[config.mk]
export PLATFORM = sky130hd
export DESIGN_NAME = acor_top
export DESIGN_NICKNAME = d
export VERILOG_FILES = /design/src/rtl/acor_comp_sel.v /design/src/rtl/acor_top.v
export VERILOG_INCLUDE_DIRS = /design/src /design/src/inc
export SDC_FILE = /design/constraint.sdc
export NUM_CORES = 1
export LEC_CHECK = 0
export ABC_AREA = 1
export BUFFER_PORTS_ARGS = -buffer_cell sky130_fd_sc_hd__clkbuf_2
export CORE_UTILIZATION = 35
export CTS_CLUSTER_DIAMETER = 50
export DETAILED_ROUTE_END_ITERATION = 7
export PLACE_DENSITY = 0.54
export SETUP_SLACK_MARGIN = 0.05
export SYNTH_ARGS = -nofsm -noshare
export SYNTH_HDL_FRONTEND = slang
export SYNTH_SLANG_ARGS = --single-unit
[constraint.sdc]
create_clock -name clk -period 2.4 [get_ports clk]
set_clock_uncertainty 0.1 [all_clocks]
set_input_delay 0 -clock clk [delete_from_list [all_inputs] [get_ports clk]]
set_output_delay 0 -clock clk [all_outputs]
set_load 0.01 [all_outputs]
[src/inc/acor_regs.vh]
// Register map, field positions and fixed values of the compensation override block.
// Assumes a 7-bit register address and 16-bit register data on the serial port.
`ifndef ACOR_REGS_VH
`define ACOR_REGS_VH

`define ACOR_ADDR_W 7
`define ACOR_DATA_W 16
`define ACOR_FRAME_BITS 5'h18
`define ACOR_HDR_BITS 5'h08
`define ACOR_FIRST_OUT 5'h09

`define ACOR_ADDR_COMP1 7'h04
`define ACOR_ADDR_COMP2 7'h05
`define ACOR_COMP1_RST 16'h0000
`define ACOR_COMP2_RST 16'h0110

`define ACOR_AUTO_EN_BIT 7
`define ACOR_MANUAL_BIT 15
`define ACOR_ZERO_MSB 14
`define ACOR_ZERO_LSB 12
`define ACOR_POLE_MSB 11
`define ACOR_POLE_LSB 9
`define ACOR_TCON_MSB 8
`define ACOR_TCON_LSB 7
`define ACOR_CAP_MSB 6
`define ACOR_CAP_LSB 3
`define ACOR_FBCAP_MSB 2
`define ACOR_FBCAP_LSB 0

`define ACOR_SAFE_TCON 2'h2
`define ACOR_SAFE_POLE 3'h0
`define ACOR_SAFE_ZERO 3'h0
`define ACOR_SAFE_CAP_HI 3'h7
`define ACOR_SAFE_CAP_LO 1'h1
`define ACOR_SAFE_FBCAP 3'h5

`define ACOR_MODE_SAFE 2'h0
`define ACOR_MODE_AUTO 2'h1
`define ACOR_MODE_MANUAL 2'h2

`endif

[src/rtl/acor_comp_sel.v]
// Mode decode and compensation source selection for the force amplifier.
// Assumes both compensation registers and the applied settings are held by the caller.
`timescale 1ns/1ns
`default_nettype none
`include "acor_regs.vh"

module acor_comp_sel (
    input wire [15:0] comp1,
    input wire [15:0] comp2,
    input wire [14:0] auto_settings,
    input wire [14:0] applied,
    output reg [1:0] mode,
    output reg [14:0] nxt_applied,
    output reg [15:0] comp2_readback
);

    wire [14:0] safe_settings;

    assign safe_settings = {`ACOR_SAFE_ZERO, `ACOR_SAFE_POLE, `ACOR_SAFE_TCON,
                            `ACOR_SAFE_CAP_HI, `ACOR_SAFE_CAP_LO, `ACOR_SAFE_FBCAP};

    always @* begin
        // The manual bit outranks the automatic enable of the first register.
        if (comp2[`ACOR_MANUAL_BIT]) begin
            mode = `ACOR_MODE_MANUAL;
        end else if (comp1[`ACOR_AUTO_EN_BIT]) begin
            mode = `ACOR_MODE_AUTO;
        end else begin
            mode = `ACOR_MODE_SAFE;
        end
    end

    always @* begin
        case (mode)
            `ACOR_MODE_MANUAL: nxt_applied = comp2[14:0];
            `ACOR_MODE_AUTO: nxt_applied = auto_settings;
            `ACOR_MODE_SAFE: nxt_applied = safe_settings;
            default: nxt_applied = safe_settings;
        endcase
    end

    always @* begin
        case (mode)
            `ACOR_MODE_MANUAL: comp2_readback = {comp2[15], applied};
            `ACOR_MODE_AUTO: comp2_readback = {comp2[15], applied};
            `ACOR_MODE_SAFE: comp2_readback = comp2;
            default: comp2_readback = comp2;
        endcase
    end

endmodule
`default_nettype wire

[src/rtl/acor_top.v]
// Compensation override register bank with its serial register port.
// Assumes sclk, sync_n and sdi are synchronous to clk and sclk runs at most clk/4.
`timescale 1ns/1ns
`default_nettype none
`include "acor_regs.vh"

module acor_top (
    input wire clk,
    input wire rstn,
    input wire ce,
    input wire sclk,
    input wire sync_n,
    input wire sdi,
    output wire sdo,
    output wire sdo_oe_n,
    input wire [14:0] auto_settings,
    output wire [1:0] comp_mode,
    output wire [2:0] zero_resistor_select,
    output wire [2:0] pole_resistor_select,
    output wire [1:0] transconductance_select,
    output wire [3:0] compensation_capacitor_select,
    output wire [2:0] feedback_capacitor_select
);

    localparam ST_IDLE = 1'b0;
    localparam ST_SHIFT = 1'b1;

    reg state_ff;
    reg nxt_state;
    reg sclk_ff;
    reg [4:0] cnt_ff;
    reg [4:0] nxt_cnt;
    reg [23:0] shin_ff;
    reg [23:0] nxt_shin;
    reg [15:0] shout_ff;
    reg [15:0] nxt_shout;
    reg rd_ff;
    reg nxt_rd;
    reg [15:0] comp1_ff;
    reg [15:0] nxt_comp1;
    reg [15:0] comp2_ff;
    reg [15:0] nxt_comp2;
    reg [14:0] applied_ff;
    reg [1:0] mode_ff;
    reg [15:0] rdata;

    wire sclk_rise;
    wire sclk_fall;
    wire [1:0] mode;
    wire [14:0] nxt_applied;
    wire [15:0] comp2_readback;
    wire [23:0] shin_next;
    wire [6:0] hdr_addr;
    wire hdr_read;

    assign sclk_rise = sclk & ~sclk_ff;
    assign sclk_fall = ~sclk & sclk_ff;
    assign shin_next = {shin_ff[22:0], sdi};
    // Header layout: read flag, then a 7-bit address, most significant bit first.
    assign hdr_read = shin_next[7];
    assign hdr_addr = shin_next[6:0];

    acor_comp_sel u_sel (
        .comp1(comp1_ff),
        .comp2(comp2_ff),
        .auto_settings(auto_settings),
        .applied(applied_ff),
        .mode(mode),
        .nxt_applied(nxt_applied),
        .comp2_readback(comp2_readback)
    );

    // Unmapped addresses read as zero and swallow writes.
    always @* begin
        case (hdr_addr)
            `ACOR_ADDR_COMP1: rdata = comp1_ff;
            `ACOR_ADDR_COMP2: rdata = comp2_readback;
            default: rdata = 16'h0000;
        endcase
    end

    always @* begin
        nxt_state = state_ff;
        nxt_cnt = cnt_ff;
        nxt_shin = shin_ff;
        nxt_shout = shout_ff;
        nxt_rd = rd_ff;
        nxt_comp1 = comp1_ff;
        nxt_comp2 = comp2_ff;
        case (state_ff)
            ST_IDLE: begin
                nxt_cnt = 5'h00;
                nxt_rd = 1'b0;
                if (!sync_n) begin
                    nxt_state = ST_SHIFT;
                end
            end
            ST_SHIFT: begin
                // A frame cut short by sync_n leaves every register untouched.
                if (sync_n) begin
                    nxt_state = ST_IDLE;
                    nxt_cnt = 5'h00;
                    nxt_rd = 1'b0;
                end else if (sclk_rise && cnt_ff != `ACOR_FRAME_BITS) begin
                    nxt_shin = shin_next;
                    nxt_cnt = cnt_ff + 5'h01;
                    if (cnt_ff == `ACOR_HDR_BITS - 5'h01 && hdr_read) begin
                        nxt_rd = 1'b1;
                        nxt_shout = rdata;
                    end
                    if (cnt_ff == `ACOR_FRAME_BITS - 5'h01 && !shin_next[23]) begin
                        case (shin_next[22:16])
                            `ACOR_ADDR_COMP1: nxt_comp1 = shin_next[15:0];
                            // Stored in every mode; only manual mode applies it to the select outputs.
                            `ACOR_ADDR_COMP2: nxt_comp2 = shin_next[15:0];
                            default: nxt_comp2 = comp2_ff;
                        endcase
                    end
                end else if (sclk_fall && rd_ff && cnt_ff >= `ACOR_FIRST_OUT) begin
                    nxt_shout = {shout_ff[14:0], 1'b0};
                end
            end
            default: begin
                nxt_state = ST_IDLE;
            end
        endcase
    end

    always @(posedge clk or negedge rstn) begin
        if (!rstn) begin
            state_ff <= ST_IDLE;
            sclk_ff <= 1'b0;
            cnt_ff <= 5'h00;
            shin_ff <= 24'h000000;
            shout_ff <= 16'h0000;
            rd_ff <= 1'b0;
        end else if (ce) begin
            state_ff <= nxt_state;
            sclk_ff <= sclk;
            cnt_ff <= nxt_cnt;
            shin_ff <= nxt_shin;
            shout_ff <= nxt_shout;
            rd_ff <= nxt_rd;
        end
    end

    // Reset values leave both mode bits low, so the amplifier starts in safe mode.
    always @(posedge clk or negedge rstn) begin
        if (!rstn) begin
            comp1_ff <= `ACOR_COMP1_RST;
            comp2_ff <= `ACOR_COMP2_RST;
            applied_ff <= {`ACOR_SAFE_ZERO, `ACOR_SAFE_POLE, `ACOR_SAFE_TCON,
                           `ACOR_SAFE_CAP_HI, `ACOR_SAFE_CAP_LO, `ACOR_SAFE_FBCAP};
            mode_ff <= `ACOR_MODE_SAFE;
        end else if (ce) begin
            comp1_ff <= nxt_comp1;
            comp2_ff <= nxt_comp2;
            applied_ff <= nxt_applied;
            mode_ff <= mode;
        end
    end

    assign sdo = shout_ff[15];
    assign sdo_oe_n = ~rd_ff;
    assign comp_mode = mode_ff;
    // The zero resistor code is passed straight to the resistor ladder decoder.
    assign zero_resistor_select = applied_ff[`ACOR_ZERO_MSB:`ACOR_ZERO_LSB];
    assign pole_resistor_select = applied_ff[`ACOR_POLE_MSB:`ACOR_POLE_LSB];
    assign transconductance_select = applied_ff[`ACOR_TCON_MSB:`ACOR_TCON_LSB];
    assign compensation_capacitor_select = applied_ff[`ACOR_CAP_MSB:`ACOR_CAP_LSB];
    assign feedback_capacitor_select = applied_ff[`ACOR_FBCAP_MSB:`ACOR_FBCAP_LSB];

endmodule
`default_nettype wire

* After elaboration in Yosys (flattened, before gate mapping) *
Index checks and enable logic that the tools add are counted.

storage, ports and cells
  register bits after elaboration = 96
  word-level logic and storage cells = 61

cells by class
  reduce and logical (&&, ||, !) cells = 14
  muxes and demuxes = 16
  bitwise logic cells = 7
  $lt $le $gt $ge = 1
  $add $sub $neg = 1
  eq/ne operators = 12

operators by type and width
  kind                                                                                  number
  16-bit 2-to-1 mux                                                                     3
  16-bit one-hot mux with 2 select lines                                                1
  15-bit one-hot mux with 2 select lines                                                1
  7-bit by 3-bit == test with 1-bit output (second input constant)                      4
  15-bit 2-to-1 mux                                                                     1
  6-bit AND reduction                                                                   2
  5-bit 2-to-1 mux                                                                      2
  5-bit one-hot mux with 2 select lines                                                 1
  3-bit by 2-bit inequality test with 1-bit output (second input constant)              2
  5-bit by 1-bit adder with 5-bit output (second input constant)                        1
  5-bit by 3-bit == test with 1-bit output (second input constant)                      1
  5-bit == test (second input constant)                                                 1
  5-bit by 4-bit greater-or-equal comparator with 1-bit output (second input constant)  1
  1-bit logical AND                                                                     5
  1-bit 2-to-1 mux                                                                      5
  5-bit inequality test (second input constant)                                         1
  1-bit inverter                                                                        5
  5-bit AND reduction                                                                   1
  4-bit AND reduction                                                                   1
  3-bit AND reduction                                                                   1
  1-bit AND                                                                             2
  2-bit by 1-bit == test with 1-bit output (second input constant)                      1
  2-bit == test (second input constant)                                                 1
  2-bit 2-to-1 mux                                                                      1
  6 further kinds                                                                       6

* Logic depth before layout (Yosys ltp) *
Gate-level depths: netlist (run 1).

  word-level depth = 8
  depth in mapped cells = 12
  mapped depth without buffers = 11

* By module *
A second synthesis (run 1) with hierarchy kept.

second synthesis, totals
  cell total of the unflattened synthesis = 663
  area, all modules = 4981.0 µm²

by module, submodules not included
  module         times used  area an instance (µm²)  sequential area each (µm²)  cells each
  acor_top       1           4471.8                  2413.6                      560
  acor_comp_sel  1           509.2                   0.0                         103

* Worst setup path before layout (run 1) *
OpenSTA, ideal clock, no wires.

  kind = register -> register
  start point = reg cnt_ff[0]
  end point = reg shout_ff[10]
  cell stages (with the launch flop) = 11
  data required time = 2.184 ns
  buffers on the path = 1
  path slack = 0.674 ns
  setup time = 0.116 ns
  arrival time = 1.510 ns
  clock period less this slack = 1.726 ns
  cells stage by stage = dfrtp_1 inv_1 ha_1 nand2_1 o21ai_4 inv_4 nand2_2 a21oi_4 buf_4 nand2_1 nand2_1

on the way
  word-level cells in the longest chain between the ends = 4
  elaborated cells on any way between the ends = 10
  classes of those cells = 1 x order compare; 3 x eq/ne; 1 x mux; 5 x reduce/logical

ends and longest elaborated chain
  item                                                                                                     RTL line        text
  start: declaration                                                                                       acor_top.v:31   reg [4:0] cnt_ff;
  start signal: assignment                                                                                 acor_top.v:140  cnt_ff <= nxt_cnt;
  5-bit by 4-bit greater-or-equal comparator with 1-bit output (no line), or another cell as far along     -
  1-bit logical AND (on tied branches)                                                                     -
  2-bit nonzero test (no line) / 2-bit by 1-bit inequality test with 1-bit output (equally long branches)  -
  5-bit AND reduction (no line)                                                                            -
  end signal: assignment                                                                                   acor_top.v:142  shout_ff <= nxt_shout;
  end: declaration                                                                                         acor_top.v:35   reg [15:0] shout_ff;

Parallel ways exist; a longest one is shown, timed or not.
A chain may end at the register's enable or synchronous reset.

* Worst setup path after layout (run 1) *
  start point = reg cnt_ff[0]
  end point = reg comp1_ff[10]

on the way
  word-level cells in the longest chain between the ends = 3
  elaborated cells on any way between the ends = 5
  classes of those cells = 2 x eq/ne; 3 x reduce/logical

ends and longest elaborated chain
  item                                                                     RTL line        text
  5-bit inequality test (no line) / 5-bit == test (equally long branches)  -
  1-bit logical AND (on tied branches)                                     -
  6-bit AND reduction (no line) *                                          -
  end signal: assignment                                                   acor_top.v:150  comp1_ff <= `ACOR_COMP1_RST;
  end signal: assignment                                                   acor_top.v:156  comp1_ff <= nxt_comp1;
  end: declaration                                                         acor_top.v:39   reg [15:0] comp1_ff;

Mark *: on every way between the ends. The rest lies on a longest branch, timed or not.

==> results of run 1 <==
sequential cells by signal (all words and copies together) (netlist names):
name / flops
comp1_ff: 16
comp_mode: 2
sclk_ff: 1
state_ff: 1
shout_ff: 16
rd_ff: 1
comp2_ff: 16
cnt_ff: 5
shin_ff: 23
applied_ff: 15
kinds of logic (layout without fill, tap and decap cells):
group                    count (synthesis)  count (layout)  share of synthesized area [%]
AO/OA/AOI/OAI                           64              64                           8.27
XOR/XNOR                                 1               1                          0.182
buffers and inverters                   80             141                           7.44
flip-flops                              96              96                           50.2
adder cells (fa/ha/maj)                  3               3                          0.780
AND/OR/NAND/NOR                        365             365                           33.2
cells in the mapped netlist, types with 3 or more instances:
library cell / instances
dfrtp_1: 87
nand2_4: 4
nand2_1: 258
nand3_1: 66
clkbuf_1: 10
inv_2: 7
nand2_2: 13
nor2_1: 10
nor3_1: 5
ha_1: 3
buf_4: 4
buf_2: 13
o221ai_1: 14
o21ai_1: 11
dfstp_2: 9
inv_1: 43
o21ai_0: 35
routing by layer:
layer  GRT usage [%]  vias to the layer above  routed length, um
met5               0                        -                  0
met3            3.59                       10                471
met1            26.7                     1918               6120
met2            27.4                       71               5430
met4            7.12                        0                131
li1                -                     2050                  -
through the flow:
stage	worst slack, ns	hold slack, ns
after global placement	0.339	-0.0196
after CTS	0.242	0.157
final	0.275	0.137
after global routing	0.0911	0.193
after floorplan	0.674	-0.396
after detailed placement	0.260	-0.00543
final cells by class:
| cell class | instances | area, um^2 | area share, % |
|---|---|---|---|
| timing repair buffer | 74 | 528 | 9.26 |
| clock inverter | 5 | 55.1 | 0.965 |
| tap | 176 | 220 | 3.86 |
| multi-input combinational | 433 | 2040 | 35.8 |
| sequential | 96 | 2410 | 42.3 |
| clock buffer | 11 | 253 | 4.43 |
| inverter | 51 | 194 | 3.40 |
what timing repair did:
item	CTS	global route
resized for setup	0	0
hold endpoints to repair	73	0
hold buffers	22	0
power by group:
| part | switching, mW | leakage, nW | internal [mW] |
|---|---|---|---|
| Sequential | 0.0834 | 1.29 | 1.71 |
| Combinational | 0.235 | 1.58 | 0.125 |
| Clock | 0.618 | 0.148 | 0.861 |
| Total | 0.936 | 3.02 | 2.69 |
worst paths after layout:
| path | endpoint | slack, ns | cells after the start |
|---|---|---|---|
| min in group clk | sclk_ff | 0.34 | 4 |
| setup / recovery | comp1_ff[10] | 0.28 | 10 |
| hold / removal | shout_ff[11] | 0.14 | 2 |
| hold reg to reg | comp2_ff[8] | 0.37 | 2 |
| max in group asynchronous | applied_ff[6] | 1.38 | 3 |
| setup reg to reg | comp1_ff[10] | 0.28 | 10 |
==> summary.md, run 1 <==
| Metric | Value |
|---|---|
| First-pass GRT wire length | 20,600 um |
| Vias/cell | 4.79 |
| Later-pin clock latency in the skew report | 0.35 ns |
| Crit path launch | cnt_ff[0] |
| Nets@finish | 689 |
| Vias in the first global route | about 4,000 |
| Main synth FF type | dfrtp_1 |
| Worst R2R Start | cnt_ff[0] |
| Mapped cell area | just under 0.005 mm^2 |
| Final setup viols | 0 |
| CP Max Fanout | 33 |
| CP Buf/Inv Count | 4 |
| Detailed placement HPWL | 8680 um |
| Peak supply drop | 0.000357 V |
| Leak | around 3 nW |
| Clock sink total | 96 |
| Drt pass-1 iters | 5 |
| Cell count after synthesis | 609 |
| Fillers | 1,357 |
| Number of synthesized flops with an enable pin | 0 |
| Hold Crit Class | primary input to asynchronous set/reset pin |
| Power Total | 3.63 mW |
| Initial DRC Count | 259 |
| Post-route insts no fill | 846 |
| GR Overflow Total | 0 |
| Total Die Area | between 0.01 and 0.015 mm^2 |
| Fin area | 0.00570 mm^2 |
| Power Dens Cells | around 640 mW/mm^2 |
| GRT Total Usage | 18.6% |
| Area Growth Syn to Fin | 18.5% |
| Die X | between 100 and 150 um |
| Outcome | complete, no violations |
| Yosys top cell by area | dfrtp_1 |
| Most frequent cells in the layout | nand2_1 (258), dfrtp_1 (87), nand3_1 (66) |
| Area contributors post-synth | dfrtp_1 (45%), nand2_1 (20%), nand3_1 (6.9%) |
| CP Data Arrival Time | 2.31 ns |
| GPL Wtd Cong | 0.806 |
| Crit-path cells | inv_1 -> ha_1 -> nand2_1 -> o21ai_4 -> inv_4 -> nand2_8 -> inv_2 -> buf_4 -> nand3_1 -> nand2_1 |
| Crit path kind | flip-flop to flip-flop |
| H-tree depth | 3 |
| CTS Buf Count | 9 |
| CP Capture Type | flip-flop |
| Most common cell after layout, fill and taps aside | nand2_1 |
| Postcts setup bufs | 0 |
| Yosys top cell area share | approximately 45% |
| ANT cells | 0 |
| Crit path top cell by count | nand2_1 |
| Synth warn | 0 |
| Largest net degree at the start of global routing | 53 |
| Syn_nets | roughly 630 |
| DRC errors left | 0 |
| Post-placement cell count | 808 |
| Placed Instance Area | 0.00517 mm^2 |
| Synthesized area per cell | 7.90 um^2 |
| Maximum buffer depth of the clock tree | 2 |
| Sequential area share after synthesis | 50.2% |
| Fmax | ~470 MHz |
| Tightest Pin Transition | between 0.7 and 0.8 ns |
| Initial Utilization | 36.0% |
| Post-route ant nets | 0 |
| Final Cycle Share | 88.5% |
| Critical Path RT | ~2.6 ns |
| Post-synth ARST share | 100% |
| CTS clk-pin slew, worst paths | approximately 0.060 ns |
| Flops & latches, synth | 96 |
| Initial antenna violation count | 0 |
| Core Area | 0.0133 mm^2 |
| CTS tree | done |
| Setup crit start kind | flip-flop |
| Period minus WS final | 2.12 ns |
| Row count | 42 |
| Drt wl/cell | 14.4 um |
| Worst slew margin | a little over half |
| Routed vias | 4,049 |
| Distinct cell type count of the synthesized netlist | 30 |
| PortBufs | 39 |
| Die span in y | 119 um |
| Max cap viols | 0 |
| CP delay by family, top | buffers and inverters |
| Final wirelength | 12,200 um |
| Final hold violations | 0 |
| Clock root buffer | clkbuf_16 |
| Final Core Density | 42.7% |
| Post-Route Setup TNS | 0 ns |
| Slowest stage cell, crit path | dfrtp_1 |
| Num ports | 40 |
| Final Slew Violations | 0 |
| RSZ-0062 raised after global routing | false |
| Worst path max stage delay | 0.39 ns |
| Share of layout cells above drive strength 1 | 16.6% |
(Power assumes the default switching activity.)
==> run 2: changes to the inputs <==
Settings changed: CELL_PAD_IN_SITES_DETAIL_PLACEMENT set to 2, CELL_PAD_IN_SITES_GLOBAL_PLACEMENT set to 2, PLACE_DENSITY 0.54 to 0.81.
==> run 2 against run 1 <==
Sequential share of layout area decreased by 0.083 points. Sequential power about the same. Setup slack got worse by 0.011 ns. Combinational power increased by 3%. First-iteration DRC count decreased by 15%. Global-route usage increased by 5.2 points. Utilization increased by 0.084 points. Via count increased by 6.0%. Clock power about the same. Routed wire length increased by 30%. Critical path depth unchanged.
==> summary.md, run 2 (synthesis gave the netlist of run 1 again) <==
| Metric | Value |
|---|---|
| CTS tree | done |
| CP Max Fanout | 33 (unchanged) |
| Leak | 3.03 nW (+0.37%) |
| Share of layout cells above drive strength 1 | 16.5% (-0.074 points) |
| Clock root buffer | clkbuf_16 |
| Crit path top cell by count | nand2_1 |
| Post-Place Setup Slack | 0.0689 ns (-0.191 ns) |
| Final wirelength | 15,800 um (+30%) |
| Routed vias | 4,291 (+6.0%) |
| CP Data Arrival Time | 2.27 ns (-0.04 ns) |
| Final Slew Violations | 0 (unchanged) |
| Detailed placement HPWL | 10,500 um (+21%) |
| Worst path max stage delay | 0.41 ns (+0.02 ns) |
| PortBufs | 39 (unchanged) |
| Storage cell area | 0.00241 mm^2 (unchanged) |
| Post-Route Setup TNS | 0 ns (unchanged) |
| DRC errors left | 0 (unchanged) |
| Power Dens Cells | 633 mW/mm^2 (-0.46%) |
| Critical Path RT | 2.53 ns (-0.05 ns) |
| CP Capture Type | flip-flop |
| Final worst setup slack | 0.264 ns (-0.0111 ns) |
| Period minus WS final | 2.14 ns (+0.0111 ns) |
| Logic pwr share | 10.2% (+0.3 points) |
| Final Cycle Share | 89.0% (+0.46 points) |
| GPL Wtd Cong | 0.814 (+0.92%) |
| Core Area | 0.0133 mm^2 (unchanged) |
| Post-route insts no fill | 849 (+0.35%) |
| Final hold violations | 0 (unchanged) |
| Most frequent cells in the layout | nand2_1 (258), dfrtp_1 (87), nand3_1 (66) |
| Post-route ant nets | 0 (unchanged) |
| Most common cell after layout, fill and taps aside | nand2_1 |
| Fmax | 468 MHz (-0.52%) |
| RSZ-0062 raised after global routing | false |
| Fin area | 0.00571 mm^2 (+0.20%) |
| Area of the multi-input gates | 0.00204 mm^2 (unchanged) |
| Max cap viols | 0 (unchanged) |
| Worst R2R Start | cnt_ff[0] |
| Fillers | 1,534 (+13%) |
| Area Growth Syn to Fin | 18.8% |
| Clock power share | 40.2% (-0.5 points) |
| Crit path launch | cnt_ff[0] |
| Num ports | 40 (unchanged) |
| Final setup viols | 0 (unchanged) |
| Setup crit start kind | flip-flop |
| GR Overflow Total | 0 (unchanged) |
| Drt wl/cell | 18.7 um (+30%) |
| Post-placement cell count | 804 (-0.50%) |
| Crit path kind | flip-flop to flip-flop |
| Total Die Area | 0.0142 mm^2 (unchanged) |
| Hold Crit Class | primary input to asynchronous set/reset pin |
| GRT Total Usage | 23.8% (+5.2 points) |
| Clock sink total | 96 (unchanged) |
| Vias/cell | 5.05 (+5.6%) |
| Initial antenna violation count | 0 (unchanged) |
| CTS clk-pin slew, worst paths | 0.07 ns (about the same) |
| Drt pass-1 iters | 4 (-1) |
| Worst slew margin | 53.6% (+0.41 points) |
| Worst R2R Setup Slack | 0.26 ns (about the same) |
| Placed Instance Area | 0.00514 mm^2 (-0.58%) |
| Nets@finish | 692 (+0.44%) |
| Sw Pwr | 972 uW (+3.8%) |
| Outcome | complete, no violations |
| Die X | 119 um (unchanged) |
| Slowest stage cell, crit path | dfrtp_1 |
| Largest net degree at the start of global routing | 97 (+83%) |
| Internal power | 2.65 mW (-1.7%) |
| Later-pin clock latency in the skew report | 0.35 ns (about the same) |
| Sw frac | 26.9% (+1.0 points) |
| ANT cells | 0 (unchanged) |
| Sequential share of power | 49.6% (+0.3 points) |
| H-tree depth | 3 (unchanged) |
| Initial Utilization | 36.0% (unchanged) |
| Peak supply drop | 0.000351 V (-1.8%) |
| CTS Buf Count | 9 (unchanged) |
| First-pass GRT wire length | 25,800 um (+25%) |
| Die span in y | 119 um (unchanged) |
| Vias in the first global route | 4,814 (+21%) |
| Row count | 42 (unchanged) |
| Crit-path cells | inv_1 -> ha_1 -> nand2_1 -> o21ai_4 -> inv_4 -> nand2_8 -> inv_6 -> nand2_4 -> nand2_1 -> nand2_1 |
| Max FFs per register | 23 (unchanged) |
| Final Core Density | 42.8% (+0.084 points) |
| Maximum buffer depth of the clock tree | 2 (unchanged) |
| Initial DRC Count | 221 (-15%) |
| Reg with most FFs | shin_ff |
| Tightest Pin Transition | 0.695 ns (-0.00684 ns) |
## run 2: changes by cell type in the layout (fill, tap and decap cells not counted)
| cell | previous run | this run |
|---|---|---|
| buf_4 | 13 | 16 |
| bufinv_16 | 1 | 0 |
| clkbuf_1 | 0 | 3 |
| clkbuf_8 | 2 | 4 |
| clkinv_2 | 2 | 0 |
| clkinvlp_4 | 2 | 0 |
| inv_2 | 7 | 6 |
| inv_6 | 0 | 1 |
## run 2: path summary, 6_finish.rpt
check,cells past startpoint,endpoint
setup / recovery,10,comp1_ff[9]
hold / removal,3,shout_ff[7]
setup reg to reg,10,comp1_ff[9]
hold reg to reg,2,comp1_ff[4]
max in group asynchronous,3,comp1_ff[4]
min in group clk,2,comp1_ff[4]
## run 2: layout make-up
type	count	share of cell area [%]
Clock buffer	16	5.10
Inverter	51	3.48
Multi-Input combinational cell	433	35.7
Sequential cell	96	42.2
Tap cell	176	3.85
Timing Repair Buffer	77	9.63
## run 2: power by group through the flow
stage	Clock, mW	Sequential (mW)	Combinational [mW]
after floorplan	0	1.80	0.206
after global placement	0	1.82	0.321
after detailed placement	0	1.83	0.341
after CTS	1.48	1.80	0.374
after global routing	1.54	1.81	0.415
final	1.45	1.80	0.370
## run 2: metal layers
metal	global-route usage, %	vias up	share of wire (%)
met2	40.9	50	50
met1	29.9	2173	45
met5	0	-	0
li1	-	2049	-
met4	9.10	0	2.2
met3	3.59	19	2.2
## run 2: timing repair
item / in CTS / in global routing
hold endpoints to repair: 117 / 0
hold buffers: 22 / 0
gates cloned: 0 / 0
setup buffers: 0 / 7
endpoints found under the setup margin: 2 / 15
resized for setup: 1 / 1
pin swaps: 0 / 1
## run 2: through the flow
step / hold slack (ns) / power, mW
finish: 0.134 / 3.62
global route: 0.156 / 3.76
CTS: 0.184 / 3.65
detailed placement: 0.0117 / 2.17
global placement: 0.00493 / 2.14
floorplan: -0.396 / 2.00
## run 2: worst max-delay path, delay by kind of cell (launching register included)
| family | cells | cell delay, ns |
|---|---|---|
| and+or+nand+nor | 5 | 0.65 |
| buffers and inverters | 3 | 0.54 |
| DFF | 1 | 0.41 |
| adders and majority gates | 1 | 0.21 |
| AOI/OAI and AO/OA | 1 | 0.08 |
==> run 3: changes to the inputs <==
Settings changed: REMOVE_ABC_BUFFERS set to 1.
==> run 3 against run 2 <==
Sequential cell count unchanged. Sequential power hardly changed. Largest cell class unchanged. Worst hold slack improved by 0.042 ns. Clock-buffer cell count shrank 2. Setup slack worse by 0.017 ns.
==> summary.md, run 3 (synthesis gave the netlist of run 1 again) <==
| Metric | Value |
|---|---|
| CTS Buf Count | 9 (unchanged) |
| Clock root buffer | clkbuf_16 |
| Worst reg-to-reg path cell count | 10 (unchanged) |
| Final wirelength | 16,300 um (+2.7%) |
| Drt wl/cell | 19.2 um (+3.0%) |
| Sw frac | 26.3% (-0.56 points) |
| Worst R2R Setup Slack | 0.25 ns (-0.02 ns) |
| Vias/cell | 5.14 (+1.7%) |
| DRC errors left | 0 (unchanged) |
| Max FFs per register | 23 (unchanged) |
| Vias in the first global route | 5,005 (+4.0%) |
| Post-route ant nets | 0 (unchanged) |
| Clock sink total | 96 (unchanged) |
| Outcome | complete, no violations |
| CP delay by family, top | simple AND/OR/NAND/NOR gates |
| CP Data Arrival Time | 2.35 ns (+0.08 ns) |
| RSZ-0062 raised after global routing | false |
| Nets@finish | 690 (-0.29%) |
| Tightest Pin Transition | 0.853 ns (+0.158 ns) |
| Leak | 3.03 nW (about the same) |
| Worst r2r dst | comp2_ff[9] |
| Num ports | 40 (unchanged) |
| Setup crit start kind | flip-flop |
| CTS tree | done |
| Crit path top cell by count | nand2_1 |
| Largest net degree at the start of global routing | 63 (-35%) |
| GPL Wtd Cong | 0.792 (-2.7%) |
| Final setup viols | 0 (unchanged) |
| Critical Path RT | 2.59 ns (+0.06 ns) |
| Die span in y | 119 um (unchanged) |
| Routed vias | 4,354 (+1.5%) |
| Initial antenna violation count | 0 (unchanged) |
| Final worst setup slack | 0.247 ns (-0.0168 ns) |
| Die X | 119 um (unchanged) |
| Post-Place Setup Slack | 0.265 ns (+0.196 ns) |
| Hold Crit Class | primary input to asynchronous set/reset pin |
| Final Slew Violations | 0 (unchanged) |
| PortBufs | 39 (unchanged) |
| GRT Total Usage | 24.9% (+1.2 points) |
| Power Total | 3.73 mW (+3.2%) |
| Area Growth Syn to Fin | 19.0% |
| Fmax | 465 MHz (-0.78%) |
| Core Area | 0.0133 mm^2 (unchanged) |
| Worst R2R Start | cnt_ff[0] |
| CP Capture Type | flip-flop |
| Final Cycle Share | 89.7% (+0.70 points) |
| Maximum buffer depth of the clock tree | 2 (unchanged) |
| Initial Utilization | 36.0% (unchanged) |
| Reg with most FFs | shin_ff |
| CP Max Fanout | 33 (unchanged) |
| Sw Pwr | 982 uW (+1.0%) |
| Crit-path cells | inv_1 -> ha_1 -> nand2_1 -> o21ai_4 -> inv_4 -> nand2_8 -> nor2_8 -> buf_4 -> nand3_1 -> nand2_1 |
| Detailed placement HPWL | 10,900 um (+3.5%) |
| Drt pass-1 iters | 4 (unchanged) |
| Postcts setup bufs | 0 (unchanged) |
| H-tree depth | 3 (unchanged) |
| Later-pin clock latency in the skew report | 0.35 ns (about the same) |
| Row count | 42 (unchanged) |
| Power Dens Cells | 652 mW/mm^2 (+3.0%) |
| Max cap viols | 0 (unchanged) |
| Most common cell after layout, fill and taps aside | nand2_1 |
| Clock power share | 41.5% (+1.3 points) |
| Internal power | 2.75 mW (+4.0%) |
| Final hold violations | 0 (unchanged) |
| Post-placement cell count | 809 (+0.62%) |
| Crit path kind | flip-flop to flip-flop |
| First-pass GRT wire length | 27,100 um (+5.1%) |
| Worst path max stage delay | 0.41 ns (about the same) |
| Period minus WS final | 2.15 ns (+0.0168 ns) |
| Total Die Area | 0.0142 mm^2 (unchanged) |
| CP Buf/Inv Count | 3 (unchanged) |
| Initial DRC Count | 240 (+8.6%) |
| CTS clk-pin slew, worst paths | 0.07 ns (about the same) |
| Peak supply drop | 0.000300 V (-15%) |
| Worst slew margin | 43.1% (-10 points) |
| Share of layout cells above drive strength 1 | 16.5% (+0.049 points) |
| Post-route insts no fill | 847 (-0.24%) |
| Levels on crit path | 10 (unchanged) |
| GR Overflow Total | 0 (unchanged) |
| Sequential share of power | 48.2% (-1.4 points) |
| Slowest stage cell, crit path | dfrtp_1 |
| Fillers | 1,525 (-0.59%) |
| Most frequent cells in the layout | nand2_1 (258), dfrtp_1 (87), nand3_1 (66) |
| Post-Route Setup TNS | 0 ns (unchanged) |
| Logic pwr share | 10.2% (about the same) |
| ANT cells | 0 (unchanged) |
[run 3: timing repair]
item,4_1_cts,5_1_grt
endpoints found under the setup margin,0,2
hold endpoints to repair,75,0
resized for setup,0,2
hold buffers,22,0
[run 3: through the flow]
step | utilization [%] | cell area [um^2] | hold WS [ns]
finish | 42.9 | 5720 | 0.175
global route | 42.9 | 5720 | 0.242
CTS | 42.9 | 5720 | 0.218
detailed placement | 38.8 | 5180 | 0.0667
global placement | 38.8 | 5180 | 0.0510
floorplan | - | 4650 | -0.396
[run 3: final cells by class]
cell class	count	area (um^2)	share of cell area, %
sequential	96	2410	42.2
multi-input combinational	433	2040	35.6
timing repair buffer	75	536	9.36
clock buffer	14	284	4.96
tap	176	220	3.85
inverter	51	196	3.43
clock inverter	2	35.0	0.612
[run 3: power groups by stage]
stage	sequential, mW	combinational [mW]	clock, mW
after floorplan	1.81	0.168	0
after CTS	1.80	0.385	1.59
after detailed placement	1.83	0.352	0
after global routing	1.81	0.432	1.64
after global placement	1.82	0.332	0
final	1.80	0.383	1.55
[run 3: worst max-delay path by stage]
| stage | from | to | slack, ns |
|---|---|---|---|
| global placement | cnt_ff[0] | comp1_ff[6] | 0.43 |
| detailed placement | cnt_ff[0] | comp1_ff[6] | 0.26 |
| global route | cnt_ff[0] | comp2_ff[12] | 0.08 |
| CTS | cnt_ff[0] | comp1_ff[6] | 0.22 |
| floorplan | cnt_ff[0] | comp1_ff[0] | 0.34 |
| finish | cnt_ff[0] | comp2_ff[9] | 0.25 |
[run 3: routing by layer]
metal,GRT usage (%),routed length [um]
met5,0,0
met1,30.8,7330
met3,3.30,295
met2,43.6,8250
met4,10.4,393
[run 3: worst reg2reg max path: cells and delay by family (launching register included)]
kind	cells	cell delay (ns)
simple gates	5	0.75
buf+inv	3	0.54
flops	1	0.41
fa+ha+maj	1	0.22
compound gates	1	0.08
